### src/rtl/dsld_pkg.sv
/*
 * Shared types and constants of the DRAM strobe and lane block.
 * Assumes a single 40 MHz clock domain; no software-visible registers.
 */
package dsld_pkg;

    // ------------------------------------------------------------------
    // Widths and counts
    // ------------------------------------------------------------------
    localparam int NUM_BANKS = 2;
    localparam int CAS_LANES = 4;
    localparam int ADDR_W = 28;
    localparam int DED_ADDR_W = 24;
    localparam int OPT_ADDR_W = 4;
    localparam int DATA_W = 32;
    localparam int COL_BITS = 10;
    localparam int TIM_W = 2;
    localparam real CLK_PERIOD_NS = 25.0;

    // ------------------------------------------------------------------
    // Reset values of pin-side state and the phase timer
    // ------------------------------------------------------------------
    localparam logic [NUM_BANKS-1:0] RAS_OFF = 2'h3;
    localparam logic [CAS_LANES-1:0] CAS_OFF = 4'hf;
    localparam logic [ADDR_W-1:0] ADDR_RST = 28'h000_0000;
    localparam logic [DATA_W-1:0] DATA_RST = 32'h0000_0000;
    localparam logic [TIM_W-1:0] CNT_RST = 2'h0;

    // Operand size as driven on the transfer size pins
    typedef enum logic [1:0] {
        SZ_LONG = 2'h0,
        SZ_BYTE = 2'h1,
        SZ_WORD = 2'h2,
        SZ_LINE = 2'h3
    } dsld_size_t;

    // Port width of a bank; code 3 decodes as 32-bit
    typedef enum logic [1:0] {
        PORT_8 = 2'h0,
        PORT_16 = 2'h1,
        PORT_32 = 2'h2,
        PORT_RSV = 2'h3
    } dsld_port_t;

    // Strobe timing configuration; each TIM_W-wide field adds that many cycles
    typedef struct packed {
        logic ext_master_addr_mux_enable;
        logic [TIM_W-1:0] ras_cas_gap;
        logic [TIM_W-1:0] cas_width;
        logic [TIM_W-1:0] precharge;
    } dsld_timing_t;

    // One DRAM transfer request
    typedef struct packed {
        logic bank;
        logic write;
        logic ext;
        dsld_size_t size;
        logic [ADDR_W-1:0] addr;
        logic [DATA_W-1:0] wdata;
    } dsld_req_t;

    // Sequencer states, Gray coded along idle-row-column-precharge
    typedef enum logic [2:0] {
        ST_IDLE = 3'h0,
        ST_ROW = 3'h1,
        ST_COL = 3'h3,
        ST_PRE = 3'h2,
        ST_RCAS = 3'h6,
        ST_RRAS = 3'h7
    } dsld_state_t;

endpackage

### src/rtl/dsld_cas_decode.sv
/*
 * Column strobe lane decoder: operand size, port width and A[1:0]
 * to one enable per byte lane, plus the first lane in use.
 * Assumes lane 0 is D[31:24] and narrow ports sit on the upper lanes.
 */
`timescale 1ns/10ps
module dsld_cas_decode (
    input wire dsld_pkg::dsld_size_t size,
    input wire dsld_pkg::dsld_port_t port,
    input wire logic [1:0] a_low,
    output logic [dsld_pkg::CAS_LANES-1:0] cas_en,
    output logic [1:0] lane
);
    import dsld_pkg::*;

    // ------------------------------------------------------------------
    // Port and operand classification
    // ------------------------------------------------------------------
    wire p8 = (port == PORT_8);
    wire p16 = (port == PORT_16);
    wire is_byte = (size == SZ_BYTE);
    wire is_word = (size == SZ_WORD);

    // First lane: byte follows A[0] or A[1:0], word follows A[1]
    wire [1:0] lane16 = is_byte ? {1'b0, a_low[0]} : 2'h0;
    wire [1:0] lane32 = is_byte ? a_low : (is_word ? {a_low[1], 1'b0} : 2'h0);
    assign lane = p8 ? 2'h0 : (p16 ? lane16 : lane32);

    // Lane count: one on 8-bit, at most two on 16-bit, up to four
    wire [2:0] n16 = is_byte ? 3'h1 : 3'h2;
    wire [2:0] n32 = is_byte ? 3'h1 : (is_word ? 3'h2 : 3'h4);
    wire [2:0] nlanes = p8 ? 3'h1 : (p16 ? n16 : n32);
    wire [2:0] lane_end = {1'b0, lane} + nlanes;

    // ------------------------------------------------------------------
    // One enable per lane, lane i covers its own byte of D
    // ------------------------------------------------------------------
    genvar i;
    generate
        for (i = 0; i < CAS_LANES; i++) begin : g_lane
            assign cas_en[i] = (3'(i) >= {1'b0, lane}) &&
                               (3'(i) < lane_end);
        end
    endgenerate

endmodule

### src/rtl/dsld_strobe_ctrl.sv
/*
 * DRAM strobe sequencer: row and column strobes, write strobe,
 * transfer size, row/column address multiplex and byte-lane steering.
 * Assumes bank decode, refresh timing and permission checks are done
 * upstream; requests and refresh pulses are synchronous to clk.
 */
`timescale 1ns/10ps
module dsld_strobe_ctrl #(
    parameter int COL_SHIFT = dsld_pkg::COL_BITS
) (
    input wire logic clk,
    input wire logic rstn,
    input wire logic req_valid,
    input wire dsld_pkg::dsld_req_t req,
    output logic req_ready,
    input wire dsld_pkg::dsld_port_t [dsld_pkg::NUM_BANKS-1:0] bank_port,
    input wire dsld_pkg::dsld_timing_t strobe_timing_register,
    input wire logic [dsld_pkg::OPT_ADDR_W-1:0] pin_assignment_register,
    input wire logic refresh_req,
    output logic done,
    output logic [dsld_pkg::DATA_W-1:0] rdata,
    output logic [dsld_pkg::NUM_BANKS-1:0] ras_n,
    output logic [dsld_pkg::CAS_LANES-1:0] cas_n,
    output logic mem_write_strobe_n,
    output logic [1:0] transfer_size,
    output logic [dsld_pkg::ADDR_W-1:0] addr_out,
    output logic [dsld_pkg::ADDR_W-1:0] addr_oe_n,
    output logic [dsld_pkg::DATA_W-1:0] data_out,
    output logic data_oe_n,
    input wire logic [dsld_pkg::DATA_W-1:0] data_in
);
    import dsld_pkg::*;

    // ------------------------------------------------------------------
    // State
    // ------------------------------------------------------------------
    dsld_state_t state_r, state_nxt;
    dsld_req_t cur_r;
    dsld_req_t cur_nxt;
    logic [TIM_W-1:0] cnt_r, cnt_nxt;
    logic pend_r, pend_nxt;
    logic [NUM_BANKS-1:0] ras_n_r, ras_n_nxt;
    logic [CAS_LANES-1:0] cas_n_r, cas_n_nxt;
    logic we_n_r, we_n_nxt;
    logic [1:0] tsize_r;
    logic [ADDR_W-1:0] addr_r, addr_nxt;
    logic [ADDR_W-1:0] aoe_r, aoe_nxt;
    logic [DATA_W-1:0] dout_r, dout_nxt;
    logic doe_r, doe_nxt;
    logic [DATA_W-1:0] rdata_r, rdata_nxt;
    logic done_r, done_nxt;
    logic [CAS_LANES-1:0] cas_en_nxt;
    logic [1:0] lane_nxt;
    logic [CAS_LANES-1:0] cas_en_cur;
    logic [1:0] lane_cur;

    // ------------------------------------------------------------------
    // Request acceptance and refresh arbitration
    // ------------------------------------------------------------------
    // Refresh wins over a waiting transfer at idle
    wire idle = (state_r == ST_IDLE);
    wire ref_want = pend_r | refresh_req;
    wire ref_start = idle & ref_want;
    assign req_ready = idle & ~ref_want;
    wire take = req_valid & req_ready;
    assign cur_nxt = take ? req : cur_r;
    // A refresh pulse landing on the consuming cycle is kept pending
    assign pend_nxt = ref_start ? (pend_r & refresh_req) : ref_want;

    // Phase timer expires when it reaches zero
    wire last = (cnt_r == CNT_RST);

    // ------------------------------------------------------------------
    // Sequencer
    // ------------------------------------------------------------------
    // Access runs row, column, precharge; refresh runs column then row
    always_comb begin
        state_nxt = state_r;
        case (state_r)
            ST_IDLE: begin
                if (ref_start) begin
                    state_nxt = ST_RCAS;
                end else if (take) begin
                    state_nxt = ST_ROW;
                end
            end
            ST_ROW: begin
                if (last) begin
                    state_nxt = ST_COL;
                end
            end
            ST_COL: begin
                if (last) begin
                    state_nxt = ST_PRE;
                end
            end
            ST_RCAS: begin
                if (last) begin
                    state_nxt = ST_RRAS;
                end
            end
            ST_RRAS: begin
                if (last) begin
                    state_nxt = ST_PRE;
                end
            end
            ST_PRE: begin
                if (last) begin
                    state_nxt = ST_IDLE;
                end
            end
            default: begin
                state_nxt = ST_IDLE;
            end
        endcase
    end

    // Phase length loaded on entry from the timing fields
    wire moving = (state_nxt != state_r);
    wire nxt_row = (state_nxt == ST_ROW);
    wire nxt_col = (state_nxt == ST_COL);
    wire nxt_rcas = (state_nxt == ST_RCAS);
    wire nxt_rras = (state_nxt == ST_RRAS);
    wire nxt_pre = (state_nxt == ST_PRE);
    wire [TIM_W-1:0] load_val =
        (nxt_row | nxt_rcas) ? strobe_timing_register.ras_cas_gap :
        (nxt_col | nxt_rras) ? strobe_timing_register.cas_width :
        nxt_pre ? strobe_timing_register.precharge : CNT_RST;
    assign cnt_nxt = moving ? load_val :
                     (last ? CNT_RST : cnt_r - 2'h1);

    // ------------------------------------------------------------------
    // Lane decode for the next and the current transfer
    // ------------------------------------------------------------------
    dsld_cas_decode u_dec_nxt (
        .size(cur_nxt.size),
        .port(bank_port[cur_nxt.bank]),
        .a_low(cur_nxt.addr[1:0]),
        .cas_en(cas_en_nxt),
        .lane(lane_nxt)
    );

    dsld_cas_decode u_dec_cur (
        .size(cur_r.size),
        .port(bank_port[cur_r.bank]),
        .a_low(cur_r.addr[1:0]),
        .cas_en(cas_en_cur),
        .lane(lane_cur)
    );

    // ------------------------------------------------------------------
    // Strobe and write strobe decode from the next state
    // ------------------------------------------------------------------
    wire acc_nxt = nxt_row | nxt_col;
    wire ref_nxt = nxt_rcas | nxt_rras;
    wire [NUM_BANKS-1:0] bank_oh = cur_nxt.bank ? 2'h2 : 2'h1;
    // Only the addressed bank, or both banks in the refresh row phase
    assign ras_n_nxt = ~(({NUM_BANKS{acc_nxt}} & bank_oh) |
                         {NUM_BANKS{nxt_rras}});
    assign cas_n_nxt = ~(({CAS_LANES{nxt_col}} & cas_en_nxt) |
                         {CAS_LANES{ref_nxt}});
    // Write strobe tracks only DRAM writes, never the bus direction
    assign we_n_nxt = ~(acc_nxt & cur_nxt.write);

    // ------------------------------------------------------------------
    // Address multiplex
    // ------------------------------------------------------------------
    wire mux_on = ~cur_nxt.ext |
                  strobe_timing_register.ext_master_addr_mux_enable;
    wire [ADDR_W-1:0] row_addr = cur_nxt.addr >> COL_SHIFT;
    wire [ADDR_W-1:0] col_addr = ADDR_W'(cur_nxt.addr[COL_SHIFT-1:0]);
    assign addr_nxt = ~mux_on ? cur_nxt.addr :
                      (nxt_row ? row_addr :
                      (nxt_col ? col_addr : cur_nxt.addr));
    assign aoe_nxt = {ADDR_W{~(acc_nxt & mux_on)}};

    // ------------------------------------------------------------------
    // Data steering onto the upper lanes
    // ------------------------------------------------------------------
    // Replicated so an 8- or 16-bit port always finds its byte on top
    wire [7:0] wb = cur_nxt.wdata[7:0];
    wire [15:0] ww = cur_nxt.wdata[15:0];
    assign dout_nxt = (cur_nxt.size == SZ_BYTE) ? {4{wb}} :
                      ((cur_nxt.size == SZ_WORD) ? {2{ww}} :
                      cur_nxt.wdata);
    assign doe_nxt = ~(acc_nxt & cur_nxt.write);

    // Read capture picks the first lane used, lane 0 being D[31:24]
    wire [4:0] sh = {~lane_cur, 3'h0};
    wire [DATA_W-1:0] rd_sh = data_in >> sh;
    wire [DATA_W-1:0] rd_word = lane_cur[1] ? {16'h0000, data_in[15:0]} :
                                {16'h0000, data_in[31:16]};
    wire [DATA_W-1:0] rd_sel =
        (cur_r.size == SZ_BYTE) ? {24'h00_0000, rd_sh[7:0]} :
        ((cur_r.size == SZ_WORD) ? rd_word : data_in);
    wire col_end = (state_r == ST_COL) & last;
    assign rdata_nxt = (col_end & ~cur_r.write) ? rd_sel : rdata_r;
    assign done_nxt = col_end;

    // ------------------------------------------------------------------
    // Registers
    // ------------------------------------------------------------------
    // Sequencer and request hold
    always_ff @(posedge clk or negedge rstn) begin
        if (!rstn) begin
            state_r <= ST_IDLE;
            cnt_r <= CNT_RST;
            pend_r <= 1'b0;
            cur_r <= '0;
        end else begin
            state_r <= state_nxt;
            cnt_r <= cnt_nxt;
            pend_r <= pend_nxt;
            cur_r <= cur_nxt;
        end
    end

    // Strobes and size pins
    always_ff @(posedge clk or negedge rstn) begin
        if (!rstn) begin
            ras_n_r <= RAS_OFF;
            cas_n_r <= CAS_OFF;
            we_n_r <= 1'b1;
            tsize_r <= SZ_LONG;
        end else begin
            ras_n_r <= ras_n_nxt;
            cas_n_r <= cas_n_nxt;
            we_n_r <= we_n_nxt;
            tsize_r <= cur_nxt.size;
        end
    end

    // Address and data pins
    always_ff @(posedge clk or negedge rstn) begin
        if (!rstn) begin
            addr_r <= ADDR_RST;
            aoe_r <= '1;
            dout_r <= DATA_RST;
            doe_r <= 1'b1;
            rdata_r <= DATA_RST;
            done_r <= 1'b0;
        end else begin
            addr_r <= addr_nxt;
            aoe_r <= aoe_nxt;
            dout_r <= dout_nxt;
            doe_r <= doe_nxt;
            rdata_r <= rdata_nxt;
            done_r <= done_nxt;
        end
    end

    // ------------------------------------------------------------------
    // Outputs
    // ------------------------------------------------------------------
    // Optional upper pins drive only when assigned as address
    assign addr_oe_n = aoe_r |
        {~pin_assignment_register, {DED_ADDR_W{1'b0}}};
    assign ras_n = ras_n_r;
    assign cas_n = cas_n_r;
    assign mem_write_strobe_n = we_n_r;
    assign transfer_size = tsize_r;
    assign addr_out = addr_r;
    assign data_out = dout_r;
    assign data_oe_n = doe_r;
    assign rdata = rdata_r;
    assign done = done_r;

    wire in_acc = (state_r == ST_ROW) | (state_r == ST_COL);
    wire p32 = (bank_port[cur_r.bank] == PORT_32);
endmodule

### config.mk
export PLATFORM = sky130hd
export DESIGN_NAME = dsld_strobe_ctrl
export DESIGN_NICKNAME = d
export VERILOG_FILES = /design/src/rtl/dsld_pkg.sv /design/src/rtl/dsld_cas_decode.sv /design/src/rtl/dsld_strobe_ctrl.sv
export SDC_FILE = /design/constraint.sdc
export NUM_CORES = 1
export LEC_CHECK = 0
export BUFFER_PORTS_ARGS = -buffer_cell sky130_fd_sc_hd__buf_2
export CAP_MARGIN = 20
export CELL_PAD_IN_SITES_DETAIL_PLACEMENT = 2
export CELL_PAD_IN_SITES_GLOBAL_PLACEMENT = 2
export CORE_ASPECT_RATIO = 1.2
export CORE_UTILIZATION = 35
export CTS_CLUSTER_DIAMETER = 30
export DETAILED_ROUTE_END_ITERATION = 7
export GPL_TIMING_DRIVEN = 0
export PLACE_DENSITY_LB_ADDON = 0.1
export SLEW_MARGIN = 20
export SYNTH_ARGS = -nofsm -noshare
export SYNTH_HDL_FRONTEND = slang
export SYNTH_HIERARCHICAL = 1
export SYNTH_SLANG_ARGS = --single-unit
### constraint.sdc
create_clock -name clk -period 6.8 [get_ports clk]
set_clock_uncertainty 0.15 [all_clocks]
set_input_delay 1.36 -clock clk [delete_from_list [all_inputs] [get_ports clk]]
set_output_delay 1.36 -clock clk [all_outputs]
set_load 0.02 [all_outputs]
# Word level (Yosys, flattened, before mapping)
# Index checks and enable logic that the tools add are counted.
# word_totals
inputBits	116
reg_bits	172
output_inout_bits	132
word_cells	124
# classes
n_shift	1
eq_ne	17
n_bitwise	28
order_cmp	9
n_mux	42
reduce_logical	8
add_sub_neg	2
# op_table
cell	count
two-way mux 32 bit	4
two-way mux 28 bit	3
two-way mux 65 bit	1
two-way mux 2 bit	19
right shift 32 x 5 -> 8 bit	1
two-way mux 3 bit	10
bitwise OR 28 bit	1
two-way mux 16 bit	1
case mux 3 bit (5 select lines)	1
equality test 3 x 2 -> 1 bit (second input constant)	4
equality test 3 bit (second input constant)	4
bitwise AND 1 bit	8
equality test 2 x 1 -> 1 bit (second input constant)	4
inverter 4 bit	2
equality test 3 x 1 -> 1 bit (second input constant)	2
logical NOT 2 bit	3
less-than comparator 1 x 3 -> 1 bit (first input constant)	2
less-than comparator 2 x 3 -> 1 bit (first input constant)	2
bitwise OR 1 bit	6
inverter 1 bit	5
bitwise AND 4 bit	1
equality test 2 bit (second input constant)	2
greater-or-equal comparator 1 x 2 -> 1 bit (first input constant)	2
less-than comparator 1 x 2 -> 1 bit (second input constant)	2
other kinds (12)	17

# Longest topological paths before layout
# Gate-level depths: netlist (run 1).
# depth
ltp_word	16
mapped_depth	17
mapped_depth_nobuf	14

# Cells and area by module
# The synthesis (run 1) kept the hierarchy.
# by_module_without_submodules
module	instances	cells_each	area_each_um2
dsld_strobe_ctrl	1	645	7509.7
dsld_cas_decode	2	21	183.9

# Worst setup path before layout (run 1)
# No wires, ideal clock.
# synth_timing
kind	input -> register
startpoint	input port refresh_req
endpoint	register cas_n_r[0], in the netlist cas_n[0]
slack_ns	2.242
cell_stages	16
arrival_time_ns	4.324
cell_sequence	nor3b_4 -> nand2_2 -> buf_6 -> buf_4 -> mux2i_2 -> inv_1 -> nand2_1 -> nand2_1 -> o211ai_1 -> inv_1 -> ha_1 -> fa_1 -> xnor2_2 -> o311a_1 -> a21oi_1 -> o32a_1
# synth_via
elab_chain_len	16
word_cells_on_any_way	36
cone_classes	1 x add/sub; 2 x order compare; 6 x eq/ne; 16 x mux; 9 x bitwise; 2 x reduce/logical
# synth_rtl
item	line	source
from (decl)	dsld_strobe_ctrl.sv:19	input wire logic refresh_req,
bitwise OR 1 bit *	dsld_strobe_ctrl.sv:62	wire ref_want = pend_r | refresh_req;
inverter 1 bit *	dsld_strobe_ctrl.sv:64	assign req_ready = idle & ~ref_want;
bitwise AND 1 bit *	dsld_strobe_ctrl.sv:64	
bitwise AND 1 bit *	dsld_strobe_ctrl.sv:65	wire take = req_valid & req_ready;
two-way mux 65 bit *	dsld_strobe_ctrl.sv:66	assign cur_nxt = take ? req : cur_r;
two-way mux 2 bit (implied by the code) (2 in a row)	dsld_strobe_ctrl.sv:137	.port(bank_port[cur_nxt.bank]),
equality test 2 x 1 -> 1 bit	dsld_cas_decode.sv:20	wire p16 = (port == PORT_16);
two-way mux 2 bit	dsld_cas_decode.sv:27	assign lane = p8 ? 2'h0 : (p16 ? lane16 : lane32);
[... 1 more ...]	n/a	
named net lane_nxt[0]	dsld_strobe_ctrl.sv:53	logic [1:0] lane_nxt;
adder 2 x 3 -> 3 bit	dsld_cas_decode.sv:33	wire [2:0] lane_end = {1'b0, lane} + nlanes;
less-than comparator 1 x 3 -> 1 bit	dsld_cas_decode.sv:42	(3'(i) < lane_end);
logical AND 1 bit *	dsld_cas_decode.sv:41	assign cas_en[i] = (3'(i) >= {1'b0, lane}) &&
named net cas_en_nxt[0]	dsld_strobe_ctrl.sv:52	logic [CAS_LANES-1:0] cas_en_nxt;
bitwise AND 4 bit *	dsld_strobe_ctrl.sv:160	assign cas_n_nxt = ~(({CAS_LANES{nxt_col}} & cas_en_nxt) |
bitwise OR 4 bit *	dsld_strobe_ctrl.sv:160	
inverter 4 bit *	dsld_strobe_ctrl.sv:160	
named net cas_n_nxt[0]	dsld_strobe_ctrl.sv:43	logic [CAS_LANES-1:0] cas_n_r, cas_n_nxt;
to (signal assigned)	dsld_strobe_ctrl.sv:227	cas_n_r <= cas_n_nxt;
to (decl)	dsld_strobe_ctrl.sv:43	
# The timed path passes the listed nets; every way through them passes the cells marked *. The select of a mux whose other input is x is not followed.
# A chain may end at the register's enable or synchronous reset.

# Final worst setup path (run 1)
# layout_timing
startpoint	input port refresh_req
endpoint	register cas_n_r[2], in the netlist cas_n[2]
# layout_via
elab_chain_len	16
word_cells_on_any_way	36
cone_classes	1 x add/sub; 2 x order compare; 6 x eq/ne; 16 x mux; 9 x bitwise; 2 x reduce/logical
# layout_rtl
item	line
bitwise OR 1 bit *	dsld_strobe_ctrl.sv:62
inverter 1 bit *	dsld_strobe_ctrl.sv:64
bitwise AND 1 bit *	dsld_strobe_ctrl.sv:64
bitwise AND 1 bit *	dsld_strobe_ctrl.sv:65
two-way mux 65 bit *	dsld_strobe_ctrl.sv:66
two-way mux 2 bit (implied by the code) (2 in a row)	dsld_strobe_ctrl.sv:137
equality test 2 x 1 -> 1 bit	dsld_cas_decode.sv:20
two-way mux 2 bit	dsld_cas_decode.sv:27
[... 1 more ...]	n/a
named net lane_nxt[0]	dsld_strobe_ctrl.sv:53
adder 2 x 3 -> 3 bit	dsld_cas_decode.sv:33
less-than comparator 2 x 3 -> 1 bit	dsld_cas_decode.sv:42
logical AND 1 bit *	dsld_cas_decode.sv:41
named net cas_en_nxt[2]	dsld_strobe_ctrl.sv:52
bitwise AND 4 bit *	dsld_strobe_ctrl.sv:160
bitwise OR 4 bit *	dsld_strobe_ctrl.sv:160
inverter 4 bit *	dsld_strobe_ctrl.sv:160
named net cas_n_nxt[2]	dsld_strobe_ctrl.sv:43
# Marks and branches as above.

==> results of run 1 <==
[state kept, by name (all words and copies together), names as in the netlist]
signal	flops
data_out	32
pend_r	1
transfer_size	2
state_r	3
data_oe_n	1
ras_n	2
rdata	32
aoe_r	1
cur_r	55
cnt_r	2
done	1
addr_out	28
cas_n	4
[per-layer routing]
metal | vias up | global-route usage, %
met1 | 3168 | 26.0
li1 | 2807 | -
met3 | 31 | 4.76
met5 | - | 0
met4 | 2 | 6.08
met2 | 187 | 41.5
[worst max path at each step]
stage / start / end / slack [ns] / cells past startpoint
after floorplan: refresh_req / cas_n[0] / 2.24 / 16
after global placement: refresh_req / cas_n[0] / 1.58 / 17
after detailed placement: refresh_req / cas_n[2] / 1.39 / 17
after CTS: refresh_req / cas_n[0] / 1.83 / 17
after global routing: refresh_req / cas_n[0] / 1.56 / 17
final: refresh_req / cas_n[2] / 1.83 / 17
[critical path, delay by kind of cell]
kind / cells / cell delay [ns]
AO/OA/AOI/OAI: 4 / 0.92
AND/OR/NAND/NOR: 4 / 0.83
buffers and inverters: 5 / 0.82
adder cells (fa/ha/maj): 2 / 0.66
XOR/XNOR: 1 / 0.30
multiplexers: 1 / 0.28
[metrics by stage]
stage               total power (µW)  hold WS (ns)
global route                    5260         0.367
detailed placement              4010         0.319
floorplan                       3180         0.317
global placement                3860         0.316
CTS                             5010         0.337
finish                          4940         0.336
[final cells by class]
type,count,area share [%]
inverters,58,2.18
diodes,1,0.0251
plain buffers,68,4.65
well taps,274,3.44
flip-flops and latches,164,41.3
repair buffers,248,12.8
clock buffers,18,4.41
multi-input cells,384,29.6
clock inverters,14,1.59
[power by group]
| part | switching (µW) | internal [µW] |
|---|---|---|
| sequential | 202 | 1420 |
| clock | 468 | 504 |
| combinational | 1430 | 911 |
==> metrics.yaml, run 1 <==
grt:
  grt_start_max_net_pins: 100
  antenna_found_initial: 1
  grt_pass1_wl_mm: 37.9
  grt_use_total_pct: 22.5
  grt_overflow: 0
  grt_pass1_vias: 6864
logic_synthesis:
  synthesis.nets: 797
  avgSynthCellArea_um2: 11.5
  ys_warn_count: 6
  syn-cell-area_mm2: 0.00775
  synth_cells: 674
routing:
  met1_length_mm: 9.59
  wl_per_cell_um: 20.3
  drt-pass1-iter-count: 4
  dr.first_iter.drc_count: 210
  drc: 0
  wl_met3_mm: 1.42
  met2WireLength_mm: 13.5
  totalWireLength_mm: 24.9
  via_per_inst: 5.04
  num_vias: 6195
  top_layer_used: "met5"
  antenna_left: 0
placed_design:
  post_dp_cell_area_mm2: 0.00937
  numPortBuffers: 247
  pre_cts_ws_ns: 1.39
  hpwl_mm: 18.7
  dp.cells: 1196
  globalplace.congestion: 0.760
critical_path:
  ff2ff_setup_slack_ns: 2.39
  r2r-start: "state_r[1]"
  worstSetupEndpointType: "register"
  cpPeakStageDelay_ns: 0.42
  crit_arrival_ns: 5.18
  worstPathMaxFanout: 10
  start_kind: "primary input"
  critical_path_class: "in -> reg"
  cp_cell_sequence: "buf_2, nor3b_4, nand2_2, buf_6, buf_4, mux2i_2, inv_1, nand2_1, nand2_1, o211ai_1, inv_1, ha_1, fa_1, xnor2_2, a2bb2oi_2, a21oi_1, o32a_1"
  rr_worst_depth: 17
  worstPathRequired_ns: 7.01
  critPathSlowestCell: "fa_1"
  r2r_end: "cas_n[2]"
final_layout:
  fin_cells: 1229
  finish.utilization_pct: 45.9
  layout_common_cells: "257 x buf_2, 156 x dfrtp_1, 69 x mux2i_1"
  regArea_mm2: 0.00411
  layout.nets: 1064
  final_cell_area_mm2: 0.00997
  fillers: 2308
  layout-drive-gt1-share_pct: 43.7
  final_common_cell: "buf_2"
  multiInputGateArea_mm2: 0.00295
  syn_to_final_growth_pct: 28.6
sta:
  fin_crit_ns: 4.97
  slew_viol_final: 0
  fin_tns_setup_ns: 0
  worstMarginPinSlew_ns: 0.816
  layout_setup_ws_ns: 1.83
  finalHoldViolations: 0
  post-route-period-util_pct: 73.1
  finalSetupViolations: 0
  rsz0062_at_grt: "no"
  fmax_mhz: 201
  slew-limit-headroom_pct: 45.6
floorplan:
  coreArea_mm2: 0.0217
  initial_utilization_pct: 35.7
  die_width_um: 138
  dieArea_mm2: 0.0227
  row_count: 59
  fp.dieH_um: 165
  num_io_pins: 248
cts:
  clockBufferDepth: 2
  cts_sinks: 164
  h-tree-depth: 4
  postCtsSetupBuffers: 0
  clkTransAtPathRegs_ns: 0.07
  cts_resized: 0
  cts_buffers: 17
  root_buffer: "clkbuf_16"
  clock_latency_ns: 0.43
  cts_tree: "yes"
  ctsHoldBuffers: 0
outcome:
  outcome: "finished clean"
min_path:
  hold_depth: 2
  hold_end: "rdata[9]"
  hold_start: "rdata[9]"
  hp-class: "reg -> reg"
power:
  power.density_mw_per_mm2: 495
  max-vdd-ir-drop_mv: 0.210
  power.leakage_uw: 0.00551
flow_run:
  drv_cap: 0
No activity file was read; power rests on OpenSTA's default activity.
==> run 2: changes to the inputs <==
Settings changed: CORE_UTILIZATION 35 to 32.
Clock period 6.8 ns to 5 ns, I/O delays scaled along.
==> run 2 against run 1 <==
Compared with the run above:
- sequential power grew 36%
- die area rose by 9.2%
- sequential cell count stayed put
- global-route usage shrank 1.2 points
- worst setup slack lost 1.4 ns
- total power grew 35%
- hold slack better by 0.0077 ns
- sequential share of layout area shrank 0.11 points
- combinational power is 36% higher
- final cell count grew 3.8%
- routed wire length grew 3.3%
- critical path type unchanged
- critical endpoint unchanged
- highest routed layer unchanged
==> metrics.yaml, run 2 (synthesis results as in run 1) <==
placed_design:
  globalplace.congestion: 0.765
  numPortBuffers: 247
  hpwl_mm: 19.3
  pre_cts_ws_ns: -0.0666
  post_dp_cell_area_mm2: 0.00942
critical_path:
  ff2ff_setup_slack_ns: 0.60
  crit_arrival_ns: 4.80
  worstSetupEndpoint: "cas_n[2]"
  worstPathRequired_ns: 5.21
  r2r_end: "cas_n[2]"
  crit_start: "refresh_req"
  worstPathMaxFanout: 10
  worstSetupEndpointType: "register"
  r2r-start: "state_r[1]"
  critical_path_class: "in -> reg"
  rr_worst_depth: 17
  start_kind: "primary input"
outcome:
  outcome: "finished clean"
sta:
  fmax_mhz: 218
  layout_setup_ws_ns: 0.403
  slew_viol_final: 0
  finalHoldViolations: 0
  finalSetupViolations: 0
  fin_crit_ns: 4.60
  post-route-period-util_pct: 91.9
  whs_ns: 0.344
  worstMarginPinSlew_ns: 0.735
  rsz0062_at_grt: "no"
  slew-limit-headroom_pct: 51.0
cts:
  clkTransAtPathRegs_ns: 0.07
  h-tree-depth: 4
  cts_resized: 0
  postCtsSetupBuffers: 0
  root_buffer: "clkbuf_16"
  clock_latency_ns: 0.43
  clockBufferDepth: 2
  cts_sinks: 164
  ctsHoldBuffers: 0
  cts_buffers: 17
  cts_tree: "yes"
floorplan:
  die_width_um: 144
  coreArea_mm2: 0.0238
  row_count: 62
  fp.dieH_um: 172
  dieArea_mm2: 0.0248
  initial_utilization_pct: 32.5
  num_io_pins: 248
final_layout:
  final_cell_area_mm2: 0.00999
  layout.nets: 1064
  regMostFlops: "cur_r"
  multiInputGateArea_mm2: 0.00295
  final_common_cell: "buf_2"
  syn_to_final_growth_pct: 29.0
  fillers: 2544
  largest_register_ff_count: 55
  layout_common_cells: "257 x buf_2, 156 x dfrtp_1, 69 x mux2i_1"
  layout-drive-gt1-share_pct: 43.6
  regArea_mm2: 0.00411
power:
  power.density_mw_per_mm2: 669
  max-vdd-ir-drop_mv: 0.255
  power.leakage_uw: 0.00549
grt:
  grt_pass1_wl_mm: 39.0
  grt.busiest_layer: "met2"
  met1_usage_pct: 23.2
  met2_usage_pct: 39.3
  grt_use_total_pct: 21.3
  use_met3_pct: 5.48
  grt_pass1_vias: 7010
  antenna_found_initial: 3
  grt_overflow: 0
  grt_start_max_net_pins: 92
routing:
  antenna_left: 0
  totalWireLength_mm: 25.7
  wl_per_cell_um: 20.1
  dr.first_iter.drc_count: 152
  via_per_inst: 4.88
  drt-pass1-iter-count: 4
  drc: 0
  num_vias: 6221
min_path:
  hp-class: "reg -> reg"
flow_run:
  drv_cap: 0
-- run 2: worst max-delay path, cell delays in order --
cell and delay [ns]:
buf_2 0.14, nor3b_4 0.34, nand2_2 0.22, buf_6 0.22, buf_4 0.21, mux2i_2 0.29
inv_1 0.14, nand2_1 0.11, nand2_1 0.15, o211ai_1 0.27, inv_1 0.12, ha_1 0.22
fa_1 0.42, xnor2_2 0.32, a2bb2oi_2 0.22, a21oi_1 0.10, o32a_1 0.31
-- run 2: area by class of cell --
cell class / instances / share of cell area (%)
clock inverters: 13 / 1.21
plain buffers: 68 / 4.63
clock buffers: 19 / 4.43
well taps: 320 / 4.01
flip-flops and latches: 164 / 41.2
repair buffers: 248 / 12.7
inverters: 58 / 2.18
diodes: 2 / 0.0501
multi-input cells: 384 / 29.6
-- run 2: worst min-delay path by stage --
stage               startpoint        end  slack, ns  depth (start not counted)
finish                rdata[1]   rdata[1]       0.34                          2
global route         rdata[20]  rdata[20]       0.37                          1
CTS                   rdata[1]   rdata[1]       0.35                          2
detailed placement    rdata[1]   rdata[1]       0.33                          2
global placement     rdata[14]  rdata[14]       0.32                          2
floorplan            cur_r[16]  cur_r[16]       0.32                          1
-- run 2: metrics by stage --
| stage | cells | TNS [ns] | total power [µW] | util, % |
|---|---|---|---|---|
| finish | 1276 | 0 | 6680 | 42.0 |
| global route | 1274 | 0 | 7150 | 41.9 |
| CTS | 1274 | 0 | 6800 | 41.9 |
| detailed placement | 1242 | -0.111 | 5480 | 39.6 |
| global placement | 1241 | 0 | 5270 | 39.4 |
| floorplan | 674 | 0 | 4330 | - |
-- run 2: where the power goes --
part / total [µW] / switching [µW] / internal [µW] / leakage [µW]
clock network: 1280 / 570 / 705 / 0.000269
registers: 2210 / 276 / 1940 / 0.00207
logic: 3190 / 1950 / 1240 / 0.00315
total: 6680 / 2800 / 3880 / 0.00549
-- run 2: layer usage --
layer | vias up | share of wire (%)
li1 | 2808 | -
met1 | 3160 | 39
met2 | 206 | 53
met3 | 43 | 6.1
met4 | 4 | 2.1
met5 | - | 0.11
==> run 3: changes to the inputs <==
Settings changed: CELL_PAD_IN_SITES_DETAIL_PLACEMENT 2 to default, CELL_PAD_IN_SITES_GLOBAL_PLACEMENT 2 to default, CORE_MARGIN from default to 2, CORE_UTILIZATION 32 to 52, PLACE_DENSITY from default to 0.81, PLACE_DENSITY_LB_ADDON 0.1 to default.
==> run 3 against run 2 <==
Compared with the run above:
- total power is 1.3% lower
- first-iteration DRC count grew to 2.6 times the previous value
- final cell count is 9.6% lower
- non-clock buffer count stayed put
- sequential cell count stayed put
- hold slack worse by 0.017 ns
- sequential power hardly changed
- critical path type unchanged
- largest cell class unchanged
==> metrics.yaml, run 3 (synthesis results as in run 1) <==
floorplan:
  num_io_pins: 248
  coreArea_mm2: 0.0145
  initial_utilization_pct: 53.5
  row_count: 48
  dieArea_mm2: 0.0159
  die_width_um: 115
  fp.dieH_um: 138
routing:
  dr.first_iter.drc_count: 391
  antenna_left: 0
  via_per_inst: 5.25
  num_vias: 6057
  drc: 0
  wl_per_cell_um: 17.2
  totalWireLength_mm: 19.8
  drt-pass1-iter-count: 7
grt:
  grt_start_max_net_pins: 87
  grt_overflow: 0
  grt_pass1_vias: 5975
  antenna_found_initial: 2
  grt_use_total_pct: 25.4
  grt_pass1_wl_mm: 30.3
final_layout:
  regMostFlops: "cur_r"
  final_common_cell: "buf_2"
  final_cell_area_mm2: 0.00987
  layout-drive-gt1-share_pct: 43.4
  fin_cells: 1154
  layout_common_cells: "257 x buf_2, 156 x dfrtp_1, 69 x mux2i_1"
  largest_register_ff_count: 55
  syn_to_final_growth_pct: 27.4
  layout.nets: 1064
flow_run:
  drv_cap: 0
sta:
  finalSetupViolations: 0
  worstMarginPinSlew_ns: 0.643
  fin_tns_setup_ns: 0
  slew-limit-headroom_pct: 56.3
  post-route-period-util_pct: 89.5
  finalHoldViolations: 0
  slew_viol_final: 0
  fin_crit_ns: 4.47
  layout_setup_ws_ns: 0.527
  fmax_mhz: 224
  rsz0062_at_grt: "no"
critical_path:
  r2r_end: "cas_n[0]"
  worstSetupEndpoint: "cas_n[0]"
  timing.critical_path.depth: 17
  ff2ff_setup_slack_ns: 0.73
  crit_start: "refresh_req"
  r2r-start: "state_r[1]"
  worstPathMaxFanout: 10
  cp_cell_sequence: "buf_2, nor3b_4, nand2_2, buf_6, buf_4, mux2i_2, inv_1, nand2_1, nand2_1, o211ai_1, inv_1, ha_1, fa_1, xnor2_2, o311a_1, a21oi_1, o32a_1"
  cp_top_family: "compound AO/OA/AOI/OAI gates"
  critPathSlowestCell: "fa_1"
  worstPathRequired_ns: 5.20
  crit_arrival_ns: 4.67
  path_buf_inv: 5
  rr_worst_depth: 17
  critical_path_class: "in -> reg"
  start_kind: "primary input"
  worstSetupEndpointType: "register"
  cpPeakStageDelay_ns: 0.42
cts:
  clkTransAtPathRegs_ns: 0.06
  ctsHoldBuffers: 0
  cts_buffers: 17
  cts_sinks: 164
  cts_resized: 0
  cts_tree: "yes"
  clock_latency_ns: 0.43
  clockBufferDepth: 2
  root_buffer: "clkbuf_16"
  postCtsSetupBuffers: 0
  h-tree-depth: 4
power:
  switching_power_uw: 2620
  comb_power_share_pct: 46.5
  max-vdd-ir-drop_mv: 0.379
  pwr-share-seq_pct: 33.3
  intPower_uw: 3970
  power.density_mw_per_mm2: 668
  switching_share_pct: 39.7
  power.leakage_uw: 0.00550
  clockPowerShare_pct: 20.2
  power_uw: 6590
placed_design:
  post_dp_cell_area_mm2: 0.00927
  globalplace.congestion: 0.868
  dp.cells: 1122
  pre_cts_ws_ns: 0.155
  numPortBuffers: 247
  hpwl_mm: 14.4
min_path:
  hp-class: "reg -> reg"
  hold_start: "rdata[14]"
outcome:
  outcome: "finished clean"
[run 3: worst min-delay path by stage]
stage                 to  cells past startpoint  slack (ns)
2_1_floorplan  cur_r[16]                      1        0.32
3_3_place_gp   rdata[13]                      2        0.31
3_5_place_dp   rdata[14]                      2        0.32
4_1_cts        rdata[14]                      2        0.33
5_1_grt         rdata[2]                      2        0.35
6_report       rdata[14]                      2        0.33
[run 3: power by group through the flow]
| stage | logic, µW | clock network [µW] | registers, µW |
|---|---|---|---|
| final | 3060 | 1330 | 2200 |
| after global routing | 3350 | 1410 | 2260 |
| after CTS | 3070 | 1360 | 2200 |
| after detailed placement | 3050 | 0 | 2210 |
| after global placement | 2980 | 0 | 2210 |
| after floorplan | 1740 | 0 | 2590 |
[run 3: worst register-to-register path, stage by stage (launching register included)]
cell and delay (ns):
dfrtp_1 0.39, buf_2 0.19, nor3_4 0.25, nand2_2 0.18, buf_6 0.21, buf_4 0.22
mux2i_2 0.28, inv_1 0.14, nand2_1 0.09, nand2_1 0.15, o211ai_1 0.26, inv_1 0.11
ha_1 0.23, fa_1 0.42, xnor2_2 0.31, o311a_1 0.22, a21oi_1 0.07, o32a_1 0.31
[run 3: final cells by class]
class | count | area [µm²]
timing repair buffer | 248 | 1270
clock buffer | 20 | 447
multi-input combinational | 384 | 2950
buffer | 68 | 463
antenna | 2 | 5.00
fill | 1080 | 4600
inverter | 58 | 218
sequential | 164 | 4110
clock inverter | 10 | 146
tap | 200 | 250
[run 3: per-layer routing]
metal	track usage (%)	share of wire, %	vias to the layer above
met5	0	0	-
met4	13.2	3.4	0
met3	7.26	8.9	56
met2	42.6	50	307
met1	29.6	38	2868
li1	-	-	2826
[run 3: metrics by stage]
stage                     utilization [%]  hold slack, ns
after global routing                 68.2           0.352
after global placement               63.8           0.311
after floorplan                         -           0.317
final                                68.2           0.327
after CTS                            68.2           0.331
after detailed placement             64.1           0.317
